[src/common/hpb_pkg.sv]
// package for the host parallel port: widths, strap coding, state and carrier types
// assumes a single 40 MHz core clock and a ram port that acknowledges with a one-cycle pulse
package hpb_pkg;

  // ---------------------------------------------------------------------------
  // widths and clock
  // ---------------------------------------------------------------------------
  localparam int unsigned DATA_W      = 8;
  localparam int unsigned ADDR_W      = 11;
  localparam int unsigned WIN_W       = 3;
  localparam int unsigned CLK_FREQ_HZ = 40000000;

  // cycles a strap pin needs to pass the synchroniser before it is caught
  localparam logic [1:0]  STRAP_WAIT  = 2'h2;

  // ---------------------------------------------------------------------------
  // divided clock: counter bit that forms the output for each ratio
  // ---------------------------------------------------------------------------
  localparam int unsigned DIV2_BIT    = 0;
  localparam int unsigned DIV4_BIT    = 1;

  // ---------------------------------------------------------------------------
  // word cells whose two bytes are exchanged for the strobe-and-clock family
  // (even byte address of each cell)
  // ---------------------------------------------------------------------------
  localparam logic [ADDR_W-1:0] SWAP_IRQ_ADDR    = 11'h002;
  localparam logic [ADDR_W-1:0] SWAP_STATUS_ADDR = 11'h004;
  localparam logic [ADDR_W-1:0] SWAP_MODE0_ADDR  = 11'h006;
  localparam logic [ADDR_W-1:0] SWAP_WDOG_ADDR   = 11'h03a;

  // ---------------------------------------------------------------------------
  // internal chip-select pattern on address pins 7..3 in the multiplexed mode
  // ---------------------------------------------------------------------------
  localparam logic [4:0] INT_CS_PATTERN = 5'h00;

  // ---------------------------------------------------------------------------
  // types
  // ---------------------------------------------------------------------------
  typedef enum logic [1:0] {
    HPB_IDLE,
    HPB_ACC,
    HPB_HOLD
  } hpb_state_e;

  typedef struct packed {
    logic              fam;
    logic              timing;
    logic              div_sel;
    logic              wr_e;
    logic              rd_rw;
    logic              cs_n;
    logic              ale;
    logic [DATA_W-1:0] data;
    logic [ADDR_W-1:0] addr;
  } hpb_pins_s;

  typedef struct packed {
    hpb_pins_s         sync1;
    hpb_pins_s         sync2;
    logic [1:0]        warm;
    logic              strap_ok;
    logic              fam;
    logic              timing;
    logic [DATA_W-1:0] alat;
    hpb_state_e        st;
    logic              rnw;
    logic [ADDR_W-1:0] addr;
    logic [DATA_W-1:0] wdata;
    logic [DATA_W-1:0] rdata;
  } hpb_port_s;

  typedef struct packed {
    logic [1:0] cnt;
    logic       clk;
  } hpb_div_s;

endpackage

[src/core/hpb_clock_divider.sv]
// divided clock output: input clock divided by two or by four
// assumes div_by2_i is already synchronous to clock_i
`timescale 1ns/1ps
`default_nettype none

module hpb_clock_divider (
  input  wire logic clock_i,
  input  wire logic reset_i,
  input  wire logic div_by2_i,
  output logic      divided_clock_o
);

  hpb_pkg::hpb_div_s q;
  hpb_pkg::hpb_div_s d;

  // ---------------------------------------------------------------------------
  // counter
  // ---------------------------------------------------------------------------
  always_comb begin
    d     = q;
    d.cnt = q.cnt + 2'h1;
    d.clk = div_by2_i ? d.cnt[hpb_pkg::DIV2_BIT] : d.cnt[hpb_pkg::DIV4_BIT];
  end

  always_ff @(posedge clock_i or posedge reset_i) begin
    if (reset_i) begin
      q <= '0;
    end else begin
      q <= d;
    end
  end

  assign divided_clock_o = q.clk;
endmodule // hpb_clock_divider

`default_nettype wire

[src/core/hpb_host_port.sv]
// host parallel port: strap-configured 8-bit data, 11-bit address bus slave to a ram port
// assumes host pins are asynchronous to clock_i; ram side is on clock_i and acks with a pulse
// Function
// - straps 1 1 select the strobe-and-clock family with fixed timing and no ready handshake.
// - both strobe-and-clock settings use separate eight data and eleven address lines.
// - in the synchronous strobe-and-clock setting the decoder is off and the host drives chip select.
// - straps 1 0 select asynchronous timing where ready completes every access.
// - in the asynchronous strobe-and-clock setting the decoder is off and chip select is external.
// - straps 0 1 select fixed timing without ready over a multiplexed address/data bus.
// - in the multiplexed setting the low address byte is latched by the latch strobe and select is decoded inside.
// - the asynchronous separate-strobe setting uses plain lines, ready and external select.
// - the strobe-and-clock family sees the bytes of the four word cells exchanged.
// - the divided clock is the input clock by two with the select pin high and by four when low.
// - the ready output is a three-state pin acting as ready or data acknowledge.
`timescale 1ns/1ps
`default_nettype none

module hpb_host_port #(
  parameter int unsigned DATA_W = hpb_pkg::DATA_W,
  parameter int unsigned ADDR_W = hpb_pkg::ADDR_W
) (
  input  wire logic              clock_i,
  input  wire logic              reset_i,
  input  wire logic              host_family_select_i,
  input  wire logic              timing_select_i,
  input  wire logic              divider_select_i,
  input  wire logic              write_n_eclock_i,
  input  wire logic              read_n_rw_i,
  input  wire logic              chip_select_n_i,
  input  wire logic              addr_latch_i,
  input  wire logic [ADDR_W-1:0] address_lines_i,
  input  wire logic [DATA_W-1:0] data_lines_i,
  output logic      [DATA_W-1:0] data_lines_o,
  output logic                   data_lines_oe_o,
  output logic                   ready_ack_n_o,
  output logic                   ready_ack_oe_o,
  output logic                   divided_clock_o,
  output logic                   mem_req_o,
  output logic                   mem_we_o,
  output logic      [ADDR_W-1:0] mem_addr_o,
  output logic      [DATA_W-1:0] mem_wdata_o,
  input  wire logic              mem_ack_i,
  input  wire logic [DATA_W-1:0] mem_rdata_i
);

  hpb_pkg::hpb_port_s q;
  hpb_pkg::hpb_port_s d;
  hpb_pkg::hpb_pins_s pins_in;

  logic              mux_mode;
  logic              async_mode;
  logic              sel;
  logic              strobe;
  logic              rnw;
  logic [ADDR_W-1:0] raw_addr;
  logic [ADDR_W-1:0] eff_addr;

  // ---------------------------------------------------------------------------
  // helpers
  // ---------------------------------------------------------------------------
  // true for either byte of a word cell whose bytes are exchanged
  function automatic logic is_swapped(input logic [ADDR_W-1:0] a);
    logic [ADDR_W-1:0] e;
    e = {a[ADDR_W-1:1], 1'b0};
    return (e == hpb_pkg::SWAP_IRQ_ADDR) || (e == hpb_pkg::SWAP_STATUS_ADDR) ||
           (e == hpb_pkg::SWAP_MODE0_ADDR) || (e == hpb_pkg::SWAP_WDOG_ADDR);
  endfunction

  // ---------------------------------------------------------------------------
  // pin gathering and decode of the caught straps
  // ---------------------------------------------------------------------------
  always_comb begin
    pins_in.fam     = host_family_select_i;
    pins_in.timing  = timing_select_i;
    pins_in.div_sel = divider_select_i;
    pins_in.wr_e    = write_n_eclock_i;
    pins_in.rd_rw   = read_n_rw_i;
    pins_in.cs_n    = chip_select_n_i;
    pins_in.ale     = addr_latch_i;
    pins_in.data    = data_lines_i;
    pins_in.addr    = address_lines_i;
  end

  assign mux_mode   = !q.fam && q.timing;
  assign async_mode = !q.timing;

  // separate lines in every mode but the multiplexed one
  assign raw_addr = mux_mode ? {q.sync2.addr[hpb_pkg::WIN_W-1:0], q.alat}
                             : q.sync2.addr;

  // strobe-and-clock family sees the two bytes of a word cell exchanged
  assign eff_addr = (q.fam && is_swapped(raw_addr)) ? {raw_addr[ADDR_W-1:1], ~raw_addr[0]}
                                                    : raw_addr;

  // select from the inside decoder only in multiplexed mode, else from the pin
  assign sel = mux_mode ? (q.sync2.addr[7:3] == hpb_pkg::INT_CS_PATTERN)
                        : !q.sync2.cs_n;

  assign strobe = q.fam ? q.sync2.wr_e : (!q.sync2.wr_e || !q.sync2.rd_rw);
  assign rnw    = q.fam ? q.sync2.rd_rw : !q.sync2.rd_rw;

  // ---------------------------------------------------------------------------
  // next state
  // ---------------------------------------------------------------------------
  always_comb begin
    d       = q;
    d.sync1 = pins_in;
    d.sync2 = q.sync1;
    if (!q.strap_ok) begin
      if (q.warm == hpb_pkg::STRAP_WAIT) begin
        d.strap_ok = 1'b1;
        d.fam      = q.sync2.fam;
        d.timing   = q.sync2.timing;
      end else begin
        d.warm = q.warm + 2'h1;
      end
    end
    if (mux_mode && q.sync2.ale) begin
      d.alat = q.sync2.data;
    end
    unique case (q.st)
      hpb_pkg::HPB_IDLE: begin
        if (q.strap_ok && sel && strobe) begin
          d.st    = hpb_pkg::HPB_ACC;
          d.rnw   = rnw;
          d.addr  = eff_addr;
          d.wdata = q.sync2.data;
        end
      end
      hpb_pkg::HPB_ACC: begin
        if (mem_ack_i) begin
          d.st = hpb_pkg::HPB_HOLD;
          if (q.rnw) begin
            d.rdata = mem_rdata_i;
          end
        end
      end
      hpb_pkg::HPB_HOLD: begin
        if (!strobe) begin
          d.st = hpb_pkg::HPB_IDLE;
        end
      end
    endcase
  end

  always_ff @(posedge clock_i or posedge reset_i) begin
    if (reset_i) begin
      q <= '0;
    end else begin
      q <= d;
    end
  end

  // ---------------------------------------------------------------------------
  // outputs
  // ---------------------------------------------------------------------------
  assign mem_req_o       = (q.st == hpb_pkg::HPB_ACC);
  assign mem_we_o        = !q.rnw;
  assign mem_addr_o      = q.addr;
  assign mem_wdata_o     = q.wdata;
  assign data_lines_o    = q.rdata;
  assign data_lines_oe_o = (q.st == hpb_pkg::HPB_HOLD) && q.rnw;

  // three-state ready: driven only in asynchronous modes during an access
  assign ready_ack_oe_o  = q.strap_ok && async_mode && (q.st != hpb_pkg::HPB_IDLE);
  assign ready_ack_n_o   = !(q.st == hpb_pkg::HPB_HOLD);

  hpb_clock_divider u_divider (
    .clock_i         (clock_i),
    .reset_i         (reset_i),
    .div_by2_i       (q.sync2.div_sel),
    .divided_clock_o (divided_clock_o)
  );
endmodule // hpb_host_port

`default_nettype wire
[config.mk]
export PLATFORM = sky130hd
export DESIGN_NAME = hpb_host_port
export DESIGN_NICKNAME = d
export VERILOG_FILES = /design/src/common/hpb_pkg.sv /design/src/core/hpb_clock_divider.sv /design/src/core/hpb_host_port.sv
export SDC_FILE = /design/constraint.sdc
export NUM_CORES = 1
export LEC_CHECK = 0
export BUFFER_PORTS_ARGS = -buffer_cell sky130_fd_sc_hd__buf_4
export CORE_ASPECT_RATIO = 0.8
export CORE_MARGIN = 3
export CORE_UTILIZATION = 45
export CTS_CLUSTER_DIAMETER = 120
export DETAILED_ROUTE_END_ITERATION = 10
export HOLD_SLACK_MARGIN = 0.06
export PLACE_DENSITY = 0.67
export SETUP_SLACK_MARGIN = 0.15
export SLEW_MARGIN = 20
export SYNTH_ARGS = -nofsm -noshare
export SYNTH_HDL_FRONTEND = slang
export SYNTH_HIERARCHICAL = 1
export SYNTH_SLANG_ARGS = --single-unit
[constraint.sdc]
create_clock -name clock_i -period 7.13 [get_ports clock_i]
set_input_delay 0.3565 -clock clock_i [delete_from_list [all_inputs] [get_ports clock_i]]
set_output_delay 0.3565 -clock clock_i [all_outputs]
set_load 0.02 [all_outputs]
==> key figures, run 1 <==
Logic synthesis
  – Syn Nets: ~290
  – Main combinational cell family by area after synthesis: multiplexers
  – Top cell type by total area after synthesis: dfrtp_1
  – FF+latch count, synth: 98
  – Synth Area in Adders: 1.40%
  – Synth warn: 6
  – Synth Instances: between 200 and 250
  – Ranking of synthesized cells by area: dfrtp_1, mux2_2, buf_4
  – Post-synthesis xor/xnor area fraction: roughly 1.2%
  – Post-synthesis compound-gate area fraction: between 3 and 4%
  – Synth top area share: around two thirds
  – Syn Std Cell Area: between 3000 and 4000 sq um
  – Post-synthesis sequential area ratio: approximately 69%
  – Simple-gate area share of the yosys netlist: under 10%
  – Cell variety after synth: 31
  – Mux cell area share after synthesis: a little over an eighth
  – Syn avg cell area: roughly 15 sq um

Critical path
  – Worst-path cell chain: nand2b_1, a21oi_1, a2111o_2, mux2_4
  – Crit path max fanout: 31
  – CP max stage cell: nand2b_1
  – Critical Path RT: between 7000 and 8000 ps
  – FF-to-FF setup slack: approximately 4700 ps
  – Worst path bufs/invs: 0
  – Kind of critical path: flip-flop to flip-flop
  – Max incr delay on CP: 660 ps
  – CP Launch Type: flip-flop
  – Setup crit end kind: flip-flop
  – Critical path's top delay family: compound AO/OA/AOI/OAI gates
  – Worst path arrival time: between 2000 and 3000 ps

Routing
  – Antenna viol nets, final: 0
  – Vias: 1,877
  – Routed WL per cell: 13.7 microns
  – Final wirelength: between 5000 and 6000 microns
  – Via/cell ratio: between 4 and 5
  – DR pass1 iterations: 4
  – DRC viols: 0
  – Initial DRC Count: between 50 and 60

Die
  – Row count: 28
  – Die width: 106 microns
  – Core ar.: roughly 7600 sq um
  – Die Y: ~86 microns
  – Die area: ~9000 sq um
  – Ports: 70
  – Starting Density: a little under half

Cells and area
  – Nets: approximately 350
  – Share of cells above drive strength 1: 38.2%
  – Diode count: 0
  – Fillcell total: around 640
  – P&R area growth vs syn: 20.7%
  – Most frequent cells in the layout: dfrtp_1, buf_4, mux2_2
  – Post-route core utilization: a little under three fifths
  – Commonest non-fill, non-tap cell in the layout: dfrtp_1

GRT
  – Initial antenna violation count: 0
  – Gr usage total: between 10% and 20%
  – Pin count of the biggest net entering global routing: 72
  – Vias in the first global route: 1,959
  – GRT Residual Overflow: 0
  – First-pass GRT wire length: approximately 9500 microns

CTS
  – CTS tree: built
  – Number of CTS-inserted buffers: 9
  – Max Root-Sink Buffers: 2
  – Clk sink count: 98
  – Post-CTS setup buffer count: 0
  – H-tree Lvls: 3
  – Clock transition at the registers of the reported paths: 100 ps
  – CTS root buffer: clkbuf_8
  – Worst-skew pair later-pin latency: 360 ps

STA
  – Hold Vio Cnt, Final: 0
  – Clock skew: 7.06 ps
  – Final period utilization: about a third
  – Worst Tran Pin Value: between 800 and 900 ps
  – Period minus WS final: approximately 2400 ps
  – RSZ-0062 raised after global routing: false
  – Final setup fails: 0
  – Fin. max-slew vios: 0
  – Relative slew slack: between 40% and 50%
  – Fmax: 410 MHz
  – Setup TNS: 0 ps

Status
  – Outcome: finished clean

Place
  – Port-buffer cells: 69
  – Post-DP HPWL: 3900 microns
  – Gpl congestion: 0.770

Worst hold path
  – HP Class: primary input to flip-flop

Run
  – Max cap viols: 0

Power and ir drop
  – VDD IR max: between 0.0001 and 0.00015 V
  – Pwr dens: 350 nW/um^2
  – Static leakage: around 2.1 nW
## kinds of logic after synthesis
group,Yosys count
AO/OA/AOI/OAI,19
XOR/XNOR,5
adder cells (fa/ha/maj),4
buffers and inverters,45
flip-flops,98
multiplexers,40
AND/OR/NAND/NOR,33
## worst paths after layout
kind | startpoint | end | cells after the start
worst max-delay path | q[39]$_DFFE_PP0P_ | mem_wdata_o[4]$_DFFE_PP0P_ | 4
worst min-delay path | data_lines_i[0] | d[54]$_DFF_PP0_ | 1
worst max register to register | q[39]$_DFFE_PP0P_ | mem_wdata_o[4]$_DFFE_PP0P_ | 4
worst min register to register | d[60]$_DFF_PP0_ | q[60]$_DFF_PP0_ | 0
max in group asynchronous | reset_i | mem_addr_o[9]$_DFFE_PP0P_ | 4
min in group asynchronous | reset_i | u_divider/divided_clock_o$_DFF_PP0_ | 3
## area by class of cell
type,count,area [sq um],area share [%]
well taps,105,131,3.04
repair buffers,83,656,15.2
clock buffers,10,138,3.18
multi-input cells,101,845,19.5
flip-flops and latches,98,2450,56.7
clock inverters,6,56.3,1.30
inverters,11,43.8,1.01
## synth_stat cells
master / instances
clkbuf_1: 3
nor2_1: 5
o221ai_1: 1
and3_1: 1
mux2_4: 8
mux2_2: 21
nand2b_1: 4
a32o_1: 1
o21ai_0: 7
dfrtp_1: 98
o21ai_1: 6
buf_4: 28
nand3_1: 2
or2_2: 1
nor3b_1: 2
nor4_1: 1
a21oi_1: 1
buf_2: 2
a2111o_1: 1
nor2b_1: 1
a32oi_1: 1
buf_6: 1
a211oi_1: 1
ha_1: 4
nor3_1: 1
xnor2_1: 2
mux2i_1: 11
xor2_1: 3
nand2_1: 12
inv_1: 11
nand3b_1: 3
## per-layer routing
layer,GRT usage [%],vias up,wire length [microns]
met5,0,-,0
met4,4.94,0,79
met3,5.72,11,318
met2,20.8,41,2700
met1,18.1,918,2570
li1,-,907,-
## report_power, final
part | total (mW) | switching (mW) | internal, mW | leakage (nW)
Sequential | 0.725 | 0.0635 | 0.662 | 1.16
Combinational | 0.445 | 0.225 | 0.220 | 0.842
Clock | 0.343 | 0.199 | 0.144 | 0.0973
Total | 1.51 | 0.487 | 1.03 | 2.10
## stage by stage
step	power (mW)	hold slack (ps)	setup slack (ps)	instances	area, sq um
6_report	1.51	92.3	4690	414	4320
5_1_grt	1.60	60.7	4520	414	4320
4_1_cts	1.53	67.7	4340	402	4200
3_5_place_dp	1.18	259	4350	385	4000
3_3_place_gp	1.17	253	4450	385	4000
2_1_floorplan	1.09	110	4300	244	3580
## state kept, by name (all words and copies together) (netlist names)
register                   cells
d                             26
data_lines_o                   8
mem_addr_o                    11
mem_wdata_o                    8
q                             42
u_divider/divided_clock_o      1
u_divider/q                    2
## worst reg2reg max path, stage by stage, from the launching register on
cell	delay [ps]
dfrtp_1	490
nand2b_1	660
a21oi_1	140
a2111o_2	660
mux2_4	390
## what timing repair did
item,CTS,global route
endpoints found under the hold margin,27,12
gates resized for setup,0,0
hold buffers,1,12
setup endpoints to repair,0,0
(Power assumes the default switching activity.)
==> run 2, diff against run 1 <==
- ABC_AREA: unset -> 1
- clock period: 7.13 -> 2.25 ns (I/O delays scaled with it)
==> key figures, run 2 <==
Status
  – Outcome: finished clean

Critical path
  – CP Launch Type: flip-flop
  – CP startpoint: q[38]$_DFFE_PP0P_
  – Max incr delay on CP: just over 600 ps
  – Crit-path most repeated cell: nand2_1
  – Critical path's top delay family: simple AND/OR/NAND/NOR gates
  – FF-to-FF setup slack: 370 ps
  – CP max stage cell: dfrtp_1
  – Kind of critical path: flip-flop to flip-flop
  – Critical Path RT: 2550 ps
  – Worst-path cell chain: nand2_8, nand2_1, nand2_1, nor2_2, nand3_4, inv_2, o211ai_1, nand2_1
  – CP endpoint: mem_addr_o[7]$_DFFE_PP0P_
  – Crit path max fanout: 36
  – Critical R2R Capture: mem_addr_o[7]$_DFFE_PP0P_
  – Worst r2r src: q[38]$_DFFE_PP0P_
  – Worst path bufs/invs: 1
  – Setup crit end kind: flip-flop
  – Worst path arrival time: between 2000 and 2500 ps
  – Register-to-Register Path Depth: 8
  – Critical Path Stages: 8

Logic synthesis
  – Synth warn: 6
  – Post-synth top cells: dfrtp_1, nand2_1, inv_1
  – Cell variety after synth: 33
  – Ys async rst share: 100%
  – Synth top area share: 65.5%
  – Count leader, synth: dfrtp_1
  – Synth Instances: between 300 and 400
  – Ranking of synthesized cells by area: dfrtp_1, nand2_1, buf_4
  – FF+latch count, synth: slightly below 100
  – Post-synth EDFFs: 0
  – Ys flop type: dfrtp_1
  – Syn avg cell area: about 12 sq um
  – Syn Std Cell Area: around 3700 sq um
  – Syn Nets: around 360
  – Post-synthesis sequential area ratio: 65.5%
  – Top cell type by total area after synthesis: dfrtp_1

Routing
  – Routed WL per cell: roughly 12 microns
  – Final wirelength: roughly 6300 microns
  – Via/cell ratio: about 4.4
  – Initial DRC Count: 65
  – Vias: 2,260
  – Antenna viol nets, final: 0
  – DRC viols: 0
  – DR pass1 iterations: 4

Die
  – Ports: 70
  – Core ar.: ~8000 sq um
  – Die Y: slightly below 90 microns
  – Die area: 9460 sq um
  – Row count: 29
  – Die width: around 110 microns
  – Starting Density: 46.7%

CTS
  – Clock transition at the registers of the reported paths: approximately 90 ps
  – Number of CTS-inserted buffers: 9
  – CTS root buffer: clkbuf_8
  – Worst-skew pair later-pin latency: ~360 ps
  – Post-CTS setup buffer count: 0
  – Post-CTS sizing: 0
  – CTS tree: built
  – Clk sink count: between 90 and 100
  – H-tree Lvls: 3
  – Max Root-Sink Buffers: 2

GRT
  – Vias in the first global route: between 2k and 2.5k
  – GRT Residual Overflow: 0
  – First-pass GRT wire length: around 11,000 microns
  – Initial antenna violation count: 0
  – Pin count of the biggest net entering global routing: 37
  – Gr usage total: between 10% and 20%

STA
  – Final period utilization: 83.4%
  – Relative slew slack: approximately 53%
  – Hold Vio Cnt, Final: 0
  – RSZ-0062 raised after global routing: false
  – Final setup fails: 0
  – Fmax: between 500 and 600 MHz
  – Clock skew: about 8.3 ps
  – WHS: approximately 180 ps
  – Worst Tran Pin Value: about 700 ps
  – Period minus WS final: about 1900 ps
  – Setup TNS: 0 ps
  – Fin. max-slew vios: 0
  – Worst setup margin: 374 ps

Place
  – Port-buffer cells: 69
  – Post-DP HPWL: about 4400 microns
  – Dpl ws: a little under 400 ps
  – Gpl congestion: between 0.8 and 0.9

Cells and area
  – Largest Register: q
  – Nets: 447
  – Diode count: 0
  – Most frequent cells in the layout: dfrtp_1, nand2_1, buf_4
  – Share of cells above drive strength 1: between 30% and 40%
  – Fillcell total: roughly 670
  – Commonest non-fill, non-tap cell in the layout: dfrtp_1
  – Largest register FFs: 42
  – P&R area growth vs syn: 27.0%

Power and ir drop
  – Total power draw: 5.11 mW
  – Static leakage: about 2.4 nW
  – Pwr dens: 1070 nW/um^2
  – VDD IR max: 0.000452 V

Run
  – Max cap viols: 0

Worst hold path
  – HP Class: primary input to asynchronous set/reset pin
==> run 2: cell types whose count changed in the layout (fill, tap and decap cells not counted), moves of 8 or more <==
cell | before | now
nand2_1 | 12 | 71
dlygate4sd3_1 | 13 | 35
mux2_4 | 8 | 0
mux2_2 | 21 | 8
inv_1 | 10 | 34
mux2i_1 | 11 | 0
nand3_1 | 2 | 12
o21ai_2 | 0 | 17
==> run 2: per-stage QoR <==
| step | utilization, % | instance area (sq um) | std cells |
|---|---|---|---|
| final | 59.3 | 4760 | 519 |
| after global routing | 59.3 | 4760 | 519 |
| after CTS | 59.3 | 4760 | 519 |
| after detailed placement | 52.0 | 4170 | 468 |
| after global placement | 52.0 | 4170 | 468 |
| after floorplan | - | 3750 | 322 |
==> run 2: worst reg2reg max path, cell delays in order, from the launching register on <==
cell      delay [ps]
dfrtp_1          610
nand2_8          140
nand2_1           80
nand2_1           50
nor2_2           160
nand3_4          380
inv_2            230
o211ai_1         100
nand2_1           70
==> run 2: cell type report <==
cell class                      instances  area [sq um]  share of cell area, %
Sequential cell                        98          2450                   51.6
Timing Repair Buffer                  106           908                   19.1
Multi-Input combinational cell        153           877                   18.4
Inverter                               38           149                   3.13
Tap cell                              108           135                   2.84
Clock buffer                            9           124                   2.60
Clock inverter                          7           110                   2.32
==> run 2: how the worst min path moves through the flow <==
stage / start / end / slack (ps) / depth (start not counted)
floorplan: reset_i / u_divider/divided_clock_o$_DFF_PP0_ / -130 / 1
global placement: reset_i / u_divider/divided_clock_o$_DFF_PP0_ / 8 / 2
detailed placement: reset_i / u_divider/q[2]$_DFF_PP0_ / 10 / 2
CTS: reset_i / u_divider/q[2]$_DFF_PP0_ / 170 / 3
global route: reset_i / u_divider/q[2]$_DFF_PP0_ / 180 / 3
finish: reset_i / u_divider/q[2]$_DFF_PP0_ / 180 / 3
==> run 2: repair_timing <==
action                                  4_1_cts  5_1_grt
hold buffers                                 35        0
endpoints found under the hold margin        67        0
endpoints found under the setup margin        0        0
==> run 2: per-layer routing <==
layer	wire (microns)	vias up	global-route usage, %
li1	-	1149	-
met5	0	-	0
met4	92	0	4.82
met2	3060	51	23.5
met3	280	8	4.79
met1	2870	1052	20.1
==> run 2: power breakdown <==
group          switching [mW]  total [mW]  internal (mW)  leakage [nW]
clock                   0.613        1.26          0.648         0.119
combinational           0.862        1.56          0.695          1.09
sequential              0.192        2.29           2.10          1.17
total                    1.67        5.11           3.44          2.38
==> run 2: logic make-up (layout without fill, tap and decap cells) <==
group	after synthesis	in the layout	synth area share (%)
fa+ha+maj	4	4	1.34
simple gates	103	103	12.4
compound gates	36	36	6.85
flops	98	98	65.5
buf+inv	71	160	11.1
mux	8	8	2.41
xor+xnor	2	2	0.468
==> run 3, diff against run 2 <==
- clock period: 2.25 -> 1.8 ns (I/O delays scaled with it)
==> key figures, run 3 (synthesis results as in run 2) <==
Critical path
  – CP startpoint: q[28]$_DFFE_PP0P_
  – Critical Path RT: 1710 ps
  – FF-to-FF setup slack: a little over 300 ps
  – CP endpoint: ready_ack_oe_o
  – Max incr delay on CP: 380 ps
  – Worst-path cell chain: inv_1, ha_1, nor3_2, buf_4
  – Worst path arrival time: ~1400 ps
  – Worst r2r src: q[29]$_DFFE_PP0P_
  – Crit path max fanout: 3
  – CP max stage cell: dfrtp_1
  – Kind of critical path: flip-flop to output pin
  – Setup crit end kind: output pin
  – Critical R2R Capture: data_lines_o[3]$_DFFE_PP0P_
  – Register-to-Register Path Depth: 4
  – CP Launch Type: flip-flop

Die
  – Row count: 29
  – Die width: ~110 microns
  – Die Y: 87.6 microns
  – Starting Density: between 40% and 50%
  – Die area: around 9500 sq um
  – Ports: 70
  – Core ar.: 8020 sq um

STA
  – RSZ-0062 raised after global routing: true
  – Setup TNS: 0 ps
  – Period minus WS final: 1510 ps
  – Clock skew: ~6.4 ps
  – Relative slew slack: 68.9%
  – Final period utilization: ~84%
  – Fmax: between 600 and 700 MHz
  – Hold Vio Cnt, Final: 0
  – Fin. max-slew vios: 0
  – Final setup fails: 0
  – Worst Tran Pin Value: approximately 470 ps

GRT
  – Initial antenna violation count: 0
  – Vias in the first global route: about 2.2k
  – GR Layer Usage met1: 20.0%
  – GRT Residual Overflow: 0
  – Pin count of the biggest net entering global routing: 96
  – Met3 Track Usage GR: approximately 4.8%
  – Gr usage total: around 15%
  – First-pass GRT wire length: between 10,000 and 15,000 microns
  – Global Route met2 Usage: between 20% and 30%
  – Grt peak-use layer: met2

Cells and area
  – Nets: 451
  – Diode count: 0
  – Final Instance Area: 4800 sq um
  – Fillcell total: 646
  – P&R area growth vs syn: 28.2%
  – Post-route core utilization: 59.9%
  – Share of cells above drive strength 1: 32.1%
  – Non-filler cells, final: ~520
  – Seq. cell area: 2450 sq um
  – Largest Register: q
  – Most frequent cells in the layout: dfrtp_1, buf_4, nand2_1
  – Largest register FFs: between 40 and 50
  – Commonest non-fill, non-tap cell in the layout: dfrtp_1
  – Multi-input gate area: just under 900 sq um

Place
  – Port-buffer cells: 69
  – Post-DP HPWL: ~4300 microns
  – Gpl congestion: between 0.8 and 0.9
  – Cell count after placement: between 400 and 500
  – Dpl cell area: about 4200 sq um

Run
  – Max cap viols: 0

Status
  – Outcome: finished clean

Routing
  – DR pass1 iterations: 4
  – Antenna viol nets, final: 0
  – Vias: between 2k and 2.5k
  – DRC viols: 0
  – Final wirelength: ~6500 microns
  – Via/cell ratio: 4.31
  – Routed WL per cell: about 12 microns
  – Initial DRC Count: between 100 and 150

Power and ir drop
  – VDD IR max: slightly below 0.0008 V
  – Static leakage: between 2 and 2.5 nW
  – Pwr dens: roughly 1300 nW/um^2

CTS
  – CTS tree: built
  – Max Root-Sink Buffers: 2
  – Worst-skew pair later-pin latency: between 300 and 400 ps
  – Clock transition at the registers of the reported paths: approximately 90 ps
  – Number of CTS-inserted buffers: 9
  – CTS root buffer: clkbuf_8
  – H-tree Lvls: 3
  – Clk sink count: 98

Worst hold path
  – HP Class: primary input to asynchronous set/reset pin
-- run 3: what timing repair did --
action,4_1_cts,5_1_grt
setup buffers,0,3
resized for setup,1,8
endpoints found under the setup margin,1,30
endpoints found under the hold margin,132,0
hold buffers,35,0
-- run 3: cell type report --
type | instances | share of cell area [%]
sequential | 98 | 51.1
timing repair buffer | 110 | 19.7
multi-input combinational | 153 | 18.5
inverter | 38 | 3.15
clock buffer | 10 | 2.87
tap | 108 | 2.82
clock inverter | 5 | 1.77
-- run 3: per-layer routing --
metal,wire [microns],up-vias
li1,-,1150
met1,2970,1037
met2,3060,54
met5,0,-
met3,314,10
met4,120,0
-- run 3: stage by stage --
step           hold slack [ps]  setup slack (ps)  power [mW]
6_report                   159               290        6.42
5_1_grt                    145               151        6.83
4_1_cts                    150               166        6.48
3_5_place_dp             -10.8               150        4.86
3_3_place_gp             -16.0               168        4.82
2_1_floorplan             -156               334        4.49
-- run 3: worst max-delay path: cells and delay by family (launching register included) --
family        cells  cell delay (ps)
flops             1              380
fa+ha+maj         1              270
buf+inv           2              230
simple gates      1              180
-- run 3: how the worst min path moves through the flow --
stage / end / slack, ps / cells past startpoint
after global routing: u_divider/divided_clock_o$_DFF_PP0_ / 150 / 3
after CTS: u_divider/divided_clock_o$_DFF_PP0_ / 150 / 3
after floorplan: u_divider/divided_clock_o$_DFF_PP0_ / -160 / 1
after global placement: u_divider/divided_clock_o$_DFF_PP0_ / -20 / 2
after detailed placement: u_divider/divided_clock_o$_DFF_PP0_ / -10 / 2
final: u_divider/divided_clock_o$_DFF_PP0_ / 160 / 3
-- run 3: report_power, final --
part	switching (mW)	leakage, nW	total (mW)	internal (mW)
registers	0.245	1.17	2.87	2.62
clock network	0.716	0.109	1.54	0.822
logic	1.09	1.11	2.01	0.915
